## src/hdl/mltcr_pkg.sv

```systemverilog
// Constants for the interrupt-message and link timer configuration register bank.
// Assumes a 32-bit APB slave in one clock domain.
// Notes on behaviour
// [RULE1] Interrupt-message header identifier reads 05h
// [RULE2] Interrupt-message next pointer reads 64h
// [RULE3] Message enable gates messages, blocks legacy pin
// [RULE4] 64-bit address capable bit reads one
// [RULE5] Message address writable above bit 1
// [RULE6] Upper address used only when 64-bit selected; the code always uses it (use64 tied to 1)
// [RULE7] Vendor header identifier reads 09h
// [RULE8] Vendor next pointer reads B0h
// [RULE9] Vendor length field defaults to 0034h
// [RULE10] Writable 12-bit replay value, reset zero
// [RULE11] Replay enable selects user replay value
// [RULE12] Writable 14-bit ack latency, reset zero
// [RULE13] Ack enable selects user latency value
// [RULE14] Override defaults reloadable by SMBus or EEPROM
// [RULE15] Top ack bit reports VGA decode enable
// [RULE16] Interrupt issues memory write with data
package mltcr_pkg;
  localparam logic [7:0]  ADDR_MSG_CAP    = 8'h4c;
  localparam logic [7:0]  ADDR_MSG_ADDR   = 8'h50;
  localparam logic [7:0]  ADDR_MSG_UPPER  = 8'h54;
  localparam logic [7:0]  ADDR_MSG_DATA   = 8'h58;
  localparam logic [7:0]  ADDR_VEND_CAP   = 8'h64;
  localparam logic [7:0]  ADDR_SCRATCH0   = 8'h68;
  localparam logic [7:0]  ADDR_SCRATCH1   = 8'h6c;
  localparam logic [7:0]  ADDR_TIMERS     = 8'h70;
  localparam logic [7:0]  ADDR_IRQ_STAT   = 8'h80;
  localparam logic [7:0]  ADDR_IRQ_MASK   = 8'h84;
  localparam logic [7:0]  MSG_CAP_ID      = 8'h05;
  localparam logic [7:0]  MSG_NEXT_PTR    = 8'h64;
  localparam logic [2:0]  MULTI_MSG_CAP   = 3'h2;
  localparam logic [7:0]  VEND_CAP_ID     = 8'h09;
  localparam logic [7:0]  VEND_NEXT_PTR   = 8'hb0;
  localparam logic [15:0] VEND_LEN_RST    = 16'h0034;
  localparam logic [31:0] SCRATCH0_RST    = 32'h0400_1060;
  localparam logic [31:0] SCRATCH1_RST    = 32'h0000_0800;
  localparam int          MSG_EN_BIT      = 16;
  localparam int          MME_LSB         = 20;
  localparam int          ADDR64_BIT      = 23;
  localparam int          REPLAY_EN_BIT   = 12;
  localparam int          PM_DIS_BIT      = 13;
  localparam int          MSI_DIS_BIT     = 14;
  localparam int          ACK_LSB         = 16;
  localparam int          ACK_EN_BIT      = 30;
  localparam int          VGA_BIT         = 31;
  localparam int          IRQ_BITS        = 2;
  localparam int          IRQ_MSG_SENT    = 0;
  localparam int          IRQ_DFLT_LOAD   = 1;
endpackage

```

## src/hdl/mltcr_regs.sv

```systemverilog
// Interrupt-message capability, vendor header and link timer override registers.
// Assumes an APB master on core_clk_in; default loader and message sink are on-chip.
//
// Design decision made here: the APB register port.
`timescale 1ns/10ps
`default_nettype none
module mltcr_regs
  import mltcr_pkg::*;
(
  input  wire logic        core_clk_in,
  input  wire logic        sys_rst_in,
  input  wire logic        clk_en_in,
  input  wire logic        psel_in,
  input  wire logic        penable_in,
  input  wire logic        pwrite_in,
  input  wire logic [7:0]  paddr_in,
  input  wire logic [31:0] pwdata_in,
  input  wire logic [3:0]  pstrb_in,
  output logic      [31:0] prdata_out,
  output logic             pready_out,
  output logic             pslverr_out,
  input  wire logic        dflt_load_in,
  input  wire logic [11:0] dflt_replay_in,
  input  wire logic        dflt_replay_en_in,
  input  wire logic [13:0] dflt_ack_in,
  input  wire logic        dflt_ack_en_in,
  input  wire logic        dflt_pm_dis_in,
  input  wire logic        dflt_msi_dis_in,
  input  wire logic        vga_decode_in,
  input  wire logic        irq_req_in,
  output logic             intx_req_out,
  output logic             msg_wr_out,
  input  wire logic        msg_wr_done_in,
  output logic      [63:0] msg_wr_addr_out,
  output logic      [15:0] msg_wr_data_out,
  output logic      [11:0] replay_timeout_out,
  output logic      [13:0] ack_latency_out,
  output logic             use_user_replay_out,
  output logic             use_user_ack_out,
  output logic             irq_out
);
  logic                msg_en_r;
  logic [2:0]          mme_r;
  logic [29:0]         maddr_r;
  logic [31:0]         mupper_r;
  logic [15:0]         mdata_r;
  logic [31:0]         scr0_r;
  logic [31:0]         scr1_r;
  logic [11:0]         replay_r;
  logic                replay_en_r;
  logic [13:0]         ack_r;
  logic                ack_en_r;
  logic                pm_dis_r;
  logic                msi_dis_r;
  logic                pend_r;
  logic [IRQ_BITS-1:0] stat_r;
  logic [IRQ_BITS-1:0] mask_r;
  logic [IRQ_BITS-1:0] stat_nxt;
  logic [31:0]         rdata_nxt;

  function automatic logic [31:0] merge(input logic [31:0] old, input logic [31:0] wd, input logic [3:0] st);
    for (int i = 0; i < 4; i++) begin
      if (st[i]) begin
        old[i*8 +: 8] = wd[i*8 +: 8];
      end
    end
    return old;
  endfunction

  wire        acc     = psel_in && penable_in && clk_en_in;
  wire        wr      = acc && pwrite_in;
  wire        rd      = acc && !pwrite_in;
  wire [31:0] ctl_old = {8'h00, 1'b1, mme_r, MULTI_MSG_CAP, msg_en_r, 16'h0000};
  wire [31:0] tim_old = {1'b0, ack_en_r, ack_r, 1'b0, msi_dis_r, pm_dis_r, replay_en_r, replay_r};
  wire [31:0] wmix    = merge(32'h0000_0000, pwdata_in, pstrb_in);
  wire [31:0] ctl_w   = merge(ctl_old, pwdata_in, pstrb_in);
  wire [31:0] tim_w   = merge(tim_old, pwdata_in, pstrb_in);
  wire [31:0] addr_w  = merge({maddr_r, 2'b00}, pwdata_in, pstrb_in);
  wire [31:0] upp_w   = merge(mupper_r, pwdata_in, pstrb_in);
  wire [31:0] dat_w   = merge({16'h0000, mdata_r}, pwdata_in, pstrb_in);
  wire [31:0] s0_w    = merge(scr0_r, pwdata_in, pstrb_in);
  wire [31:0] s1_w    = merge(scr1_r, pwdata_in, pstrb_in);
  wire        mapped  = (paddr_in == ADDR_MSG_CAP) || (paddr_in == ADDR_MSG_ADDR) ||
                        (paddr_in == ADDR_MSG_UPPER) || (paddr_in == ADDR_MSG_DATA) ||
                        (paddr_in == ADDR_VEND_CAP) || (paddr_in == ADDR_SCRATCH0) ||
                        (paddr_in == ADDR_SCRATCH1) || (paddr_in == ADDR_TIMERS) ||
                        (paddr_in == ADDR_IRQ_STAT) || (paddr_in == ADDR_IRQ_MASK);
  wire        msg_ok  = msg_en_r && !msi_dis_r;
  wire        use64   = 1'b1;
  wire        sent    = pend_r && msg_wr_done_in;
  wire        stat_rd = rd && (paddr_in == ADDR_IRQ_STAT);

  assign pready_out  = 1'b1;
  assign pslverr_out = psel_in && penable_in && !mapped;

  always_comb begin
    rdata_nxt = 32'h0000_0000;
    case (paddr_in)
      ADDR_MSG_CAP:   rdata_nxt = {ctl_old[31:16], MSG_NEXT_PTR, MSG_CAP_ID}; // [RULE1] [RULE2] [RULE4]
      ADDR_MSG_ADDR:  rdata_nxt = {maddr_r, 2'b00}; // [RULE5]
      ADDR_MSG_UPPER: rdata_nxt = mupper_r;
      ADDR_MSG_DATA:  rdata_nxt = {16'h0000, mdata_r};
      ADDR_VEND_CAP:  rdata_nxt = {VEND_LEN_RST, VEND_NEXT_PTR, VEND_CAP_ID}; // [RULE7] [RULE8] [RULE9]
      ADDR_SCRATCH0:  rdata_nxt = scr0_r;
      ADDR_SCRATCH1:  rdata_nxt = scr1_r;
      ADDR_TIMERS:    rdata_nxt = {vga_decode_in, tim_old[30:0]}; // [RULE15]
      ADDR_IRQ_STAT:  rdata_nxt = {{(32-IRQ_BITS){1'b0}}, stat_r};
      ADDR_IRQ_MASK:  rdata_nxt = {{(32-IRQ_BITS){1'b0}}, mask_r};
      default:        rdata_nxt = 32'h0000_0000;
    endcase
  end
  assign prdata_out = rdata_nxt;

  // Message path
  assign intx_req_out        = irq_req_in && !msg_ok; // [RULE3]
  assign msg_wr_out          = pend_r; // [RULE16]
  assign msg_wr_addr_out     = {(use64 ? mupper_r : 32'h0000_0000), maddr_r, 2'b00}; // [RULE6]
  assign msg_wr_data_out     = mdata_r; // [RULE16]
  assign replay_timeout_out  = replay_r;
  assign ack_latency_out     = ack_r;
  assign use_user_replay_out = replay_en_r; // [RULE11]
  assign use_user_ack_out    = ack_en_r; // [RULE13]

  // Sticky status, set beats read clear
  assign stat_nxt = (stat_rd ? '0 : stat_r) | {dflt_load_in, sent};
  assign irq_out  = |(stat_r & mask_r);

  always_ff @(posedge core_clk_in) begin
    if (sys_rst_in) begin
      msg_en_r    <= 1'b0; // [RULE3]
      mme_r       <= 3'h0;
      maddr_r     <= 30'h0000_0000;
      mupper_r    <= 32'h0000_0000;
      mdata_r     <= 16'h0000;
      scr0_r      <= SCRATCH0_RST;
      scr1_r      <= SCRATCH1_RST;
      replay_r    <= 12'h000; // [RULE10]
      replay_en_r <= 1'b0;
      ack_r       <= 14'h0000; // [RULE12]
      ack_en_r    <= 1'b0;
      pm_dis_r    <= 1'b0;
      msi_dis_r   <= 1'b0;
      pend_r      <= 1'b0;
      stat_r      <= '0;
      mask_r      <= '0;
    end else if (clk_en_in) begin
      stat_r <= stat_nxt;
      if (sent) begin
        pend_r <= 1'b0;
      end else if (irq_req_in && msg_ok) begin
        pend_r <= 1'b1; // [RULE16]
      end
      if (dflt_load_in) begin
        replay_r    <= dflt_replay_in; // [RULE14]
        replay_en_r <= dflt_replay_en_in;
        ack_r       <= dflt_ack_in;
        ack_en_r    <= dflt_ack_en_in;
        pm_dis_r    <= dflt_pm_dis_in;
        msi_dis_r   <= dflt_msi_dis_in;
      end else if (wr && paddr_in == ADDR_TIMERS) begin
        replay_r    <= tim_w[11:0]; // [RULE10]
        replay_en_r <= tim_w[REPLAY_EN_BIT];
        ack_r       <= tim_w[ACK_EN_BIT-1:ACK_LSB]; // [RULE12]
        ack_en_r    <= tim_w[ACK_EN_BIT];
      end
      if (wr) begin
        case (paddr_in)
          ADDR_MSG_CAP: begin
            msg_en_r <= ctl_w[MSG_EN_BIT]; // [RULE3]
            mme_r    <= ctl_w[MME_LSB +: 3];
          end
          ADDR_MSG_ADDR:  maddr_r  <= addr_w[31:2]; // [RULE5]
          ADDR_MSG_UPPER: mupper_r <= upp_w;
          ADDR_MSG_DATA:  mdata_r  <= dat_w[15:0];
          ADDR_SCRATCH0:  scr0_r   <= s0_w;
          ADDR_SCRATCH1:  scr1_r   <= s1_w;
          ADDR_IRQ_MASK:  mask_r   <= wmix[IRQ_BITS-1:0];
          default: begin
          end
        endcase
      end
    end
  end

  cap_id_a: assert property (@(posedge core_clk_in) disable iff (sys_rst_in) // [RULE1]
    (paddr_in == ADDR_MSG_CAP) |-> (prdata_out[15:0] == 16'h6405 && prdata_out[ADDR64_BIT]))
    else $error("message header bytes wrong");
  vend_hdr_a: assert property (@(posedge core_clk_in) disable iff (sys_rst_in) // [RULE8]
    (paddr_in == ADDR_VEND_CAP) |-> (prdata_out == 32'h0034_b009))
    else $error("vendor header wrong");
  intx_block_a: assert property (@(posedge core_clk_in) disable iff (sys_rst_in) // [RULE3]
    (msg_en_r && !msi_dis_r) |-> !intx_req_out)
    else $error("legacy pin used while messages enabled");
  msg_fire_a: assert property (@(posedge core_clk_in) disable iff (sys_rst_in) // [RULE16]
    (clk_en_in && irq_req_in && msg_ok && !pend_r) |=> msg_wr_out)
    else $error("message write not raised");
  addr_write_a: assert property (@(posedge core_clk_in) disable iff (sys_rst_in) // [RULE5]
    (wr && paddr_in == ADDR_MSG_ADDR && pstrb_in == 4'hf) |=> (msg_wr_addr_out[31:0] == {$past(pwdata_in[31:2]), 2'b00}))
    else $error("message address not stored");
  replay_sel_a: assert property (@(posedge core_clk_in) disable iff (sys_rst_in) // [RULE11]
    (wr && !dflt_load_in && paddr_in == ADDR_TIMERS && pstrb_in[1]) |=> (use_user_replay_out == $past(pwdata_in[12])))
    else $error("replay enable not stored");
  ack_val_a: assert property (@(posedge core_clk_in) disable iff (sys_rst_in) // [RULE12]
    (wr && !dflt_load_in && paddr_in == ADDR_TIMERS && pstrb_in == 4'hf) |=> (ack_latency_out == $past(pwdata_in[29:16])))
    else $error("ack latency not stored");
  dflt_load_a: assert property (@(posedge core_clk_in) disable iff (sys_rst_in) // [RULE14]
    (clk_en_in && dflt_load_in) |=> (replay_timeout_out == $past(dflt_replay_in) && stat_r[IRQ_DFLT_LOAD]))
    else $error("default load not applied");
  vga_flag_a: assert property (@(posedge core_clk_in) disable iff (sys_rst_in) // [RULE15]
    (paddr_in == ADDR_TIMERS) |-> (prdata_out[VGA_BIT] == vga_decode_in))
    else $error("VGA flag wrong");
endmodule
`default_nettype wire

```

## config.mk

```make
export PLATFORM = sky130hd
export DESIGN_NAME = mltcr_regs
export DESIGN_NICKNAME = d
export VERILOG_FILES = /design/src/hdl/mltcr_pkg.sv /design/src/hdl/mltcr_regs.sv
export SDC_FILE = /design/constraint.sdc
export NUM_CORES = 1
export LEC_CHECK = 0
export ABC_CLOCK_PERIOD_IN_PS = 3900
export BUFFER_PORTS_ARGS = -buffer_cell sky130_fd_sc_hd__buf_2
export CORE_MARGIN = 1
export CORE_UTILIZATION = 59
export CTS_BUF_LIST = sky130_fd_sc_hd__clkbuf_4 sky130_fd_sc_hd__clkbuf_8
export CTS_CLUSTER_SIZE = 20
export DETAILED_ROUTE_END_ITERATION = 10
export HOLD_SLACK_MARGIN = 0.08
export MAX_ROUTING_LAYER = met4
export PLACE_DENSITY_LB_ADDON = 0.05
export SYNTH_ARGS = -nofsm -noshare
export SYNTH_HDL_FRONTEND = slang
export SYNTH_SLANG_ARGS = --single-unit
```

## constraint.sdc

```tcl
create_clock -name core_clk_in -period 3.9 [get_ports core_clk_in]
set_input_delay 0.585 -clock core_clk_in [delete_from_list [all_inputs] [get_ports core_clk_in]]
set_output_delay 0.585 -clock core_clk_in [all_outputs]
set_load 0.01 [all_outputs]
```

==> flow_summary_export.csv <==
group,metric,value,unit
clock_network,numCtsBuffers,17,
timing,fmax,316,MHz
clock_network,cts_root_buffer,"clkbuf_8",
synthesis,synth_seq_cells,181,
clock_network,path_clk_slew,0.10,ns
synthesis,netlist_area,8810,sq um
synthesis,synth_top_area_frac,0.411,
clock_network,clock_tree.buffer_depth,2,
place,pre_cts_ws,0.811,ns
drt,final_antenna_net_count,0,
synthesis,synthMuxAreaShare,0.191,
critical_path,crit_path_start_kind,"primary input",
synthesis,yosys.area_share.simple,0.188,
synthesis,synthDistinctLibCells,59,
clock_network,worstSkewPairLatency,0.46,ns
floorplan,die_w,124,um
critical_path,end_kind,"output pin",
synthesis,synth_xor_area_frac,0,
critical_path,cp.arrival,2.58,ns
synthesis,avgSynthCellArea,9.51,sq um
flow_run,drv_cap,0,
timing,final-hold-violation-count,0,
grt,overflow,0,
clock_network,htreeDepth,4,
synthesis,ys_seq_area_frac,0.411,
clock_network,cts_resized,0,
floorplan,initial_core_util,0.606,
clock_network,cts.sinks,181,
timing,setup_viol,0,
floorplan,rows,44,
drt,vias,8377,
synthesis,syn-instance-count,927,
floorplan,dieArea,15400,sq um
grt,grt_pass1_vias,7593,
drt,wl,27600,um
grt,grt_use_total,0.359,
drt,drtPass1Iterations,8,
grt,grt_start_max_net_pins,85,
outcome,status,"finished, final reports clean",
drt,drtIter0Drc,914,
clock_network,cts_hold_buf,0,
cells_and_area,layout_commonest_cell,"buf_2",
drt,wl_per_cell,20.7,um
timing,tightest_slew,1.02,ns
synthesis,netlist_top_cells_area,"dfxtp_1 41%, mux2i_1 18%, nor2_1 6.4%",
floorplan,ios,229,
synthesis,yosys_warnings,0,
critical_path,cp_max_fo,24,
timing,period_needed,3.17,ns
timing,relSlewSlack,0.315,
power_and_ir_drop,pwr_density_cell,323,nW/um^2
cells_and_area,fin_area,10500,sq um
synthesis,synthAdderAreaFrac,0,
drt,vias_per_cell,6.27,
timing,drv_slew,0,
clock_network,cts_tree,"yes",
synthesis,yosys.area.top_type,"dfxtp_1",
clock_network,post_cts_buffers,0,
worst_hold_path,worst_hold_path_type,"primary input to register",
critical_path,cp.required,3.31,ns
cells_and_area,synthToLayoutAreaGrowth,19.7,%
timing,period_share,0.812,
timing,rsz0062_at_grt,"false",
timing,finClkSkew,0.00535,ns
floorplan,die_h,124,um
timing,setup_tns,0,ns
drt,drc_errors,0,
critical_path,critPathKind,"primary input to output pin",
power_and_ir_drop,finalPower,3.40,mW
place,dp_hpwl,19300,um
cells_and_area,fin_nets,1222,
synthesis,synth-compound-area-share,0.160,
floorplan,core,14500,sq um
cells_and_area,drive_gt1_frac,0.282,
cells_and_area,final_cell_mix,"224 x buf_2, 181 x dfxtp_1, 161 x mux2i_1",
place,port-buffer-count,225,
timing,layout_setup_ws,0.734,ns
place,place_area,10200,sq um
place,gp_congestion,0.875,
synthesis,synth_edf_count,0,
grt,grt_pass1_wl,42500,um
grt,antenna_found_initial,1,
timing,hold-worst-slack,0.390,ns
power_and_ir_drop,ir_worst_vdd,0.000262,V
synthesis,synth-main-ff-cell,"dfxtp_1",
synthesis,synth_top_family_by_area,"multiplexers",
power_and_ir_drop,p_leak,4.56,nW
synthesis,ys_async_sr_fraction,0,
## sequential cells by signal, indices dropped and copies added, names as in the netlist, 3 cells and up
register	cells
ack_latency_out	14
maddr_r	30
mme_r	3
msg_wr_data_out	16
mupper_r	32
replay_timeout_out	12
scr0_r	32
scr1_r	32
## report_power, final
part	total (mW)	leakage, nW	internal (mW)	switching [mW]
clock network	1.18	0.186	0.499	0.683
logic	0.332	2.91	0.114	0.218
registers	1.89	1.46	1.87	0.0198
total	3.40	4.56	2.48	0.921
## cell type report
class / count / area, sq um
multi-input cells: 644 / 4790
fillers: 1172 / 3990
flip-flops and latches: 181 / 3620
repair buffers: 263 / 1430
clock buffers: 21 / 283
well taps: 184 / 230
inverters: 31 / 116
clock inverters: 10 / 71.3
diodes: 1 / 2.50
## stage by stage
| step | utilization | instances |
|---|---|---|
| CTS | 0.725 | 1334 |
| floorplan | - | 928 |
| global placement | 0.701 | 1303 |
| global route | 0.725 | 1335 |
| detailed placement | 0.701 | 1303 |
| finish | 0.725 | 1335 |
## metal layers
metal | vias to the layer above | track usage | routed length [um]
li1 | 3819 | - | -
met1 | 4084 | 0.496 | 12400
met2 | 411 | 0.534 | 12500
met3 | 63 | 0.0543 | 1920
met4 | 0 | 0.124 | 726
met5 | - | - | 0
## cells in the mapped netlist, types with 11 or more instances
cell type / count
nand4_1: 11
o21ai_0: 18
nor2_1: 151
a211oi_1: 28
a22oi_1: 28
inv_1: 31
a221oi_1: 32
a22o_1: 11
nor4_4: 15
dfxtp_1: 181
mux2i_1: 161
nor2b_1: 38
a21oi_1: 12
nand2_1: 25
clkbuf_1: 47
## critical path, cell delays in order
cell     delay, ns
buf_2         0.43
or4b_1        0.53
nor2_1        0.55
a22oi_1       0.16
nand3_1       0.17
buf_2         0.15
## final timing paths
| kind | start | endpoint | slack (ns) | cells past startpoint |
|---|---|---|---|---|
| worst max register to register | msi_dis_r$_SDFFE_PP0P_ | msg_wr_out$_SDFFE_PP0P_ | 2.95 | 4 |
| worst min register to register | mask_r[1]$_SDFFE_PP0P_ | mask_r[1]$_SDFFE_PP0P_ | 0.48 | 2 |
| worst max-delay path | paddr_in[3] | prdata_out[10] | 0.73 | 6 |
| worst min-delay path | pwdata_in[26] | scr0_r[26]$_SDFFE_PP1P_ | 0.39 | 2 |
## cell families after synthesis
family / Yosys count
other cells: 2
flops: 181
simple gates: 289
buf+inv: 103
compound gates: 185
mux: 167
No activity file was read; power rests on OpenSTA's default activity.
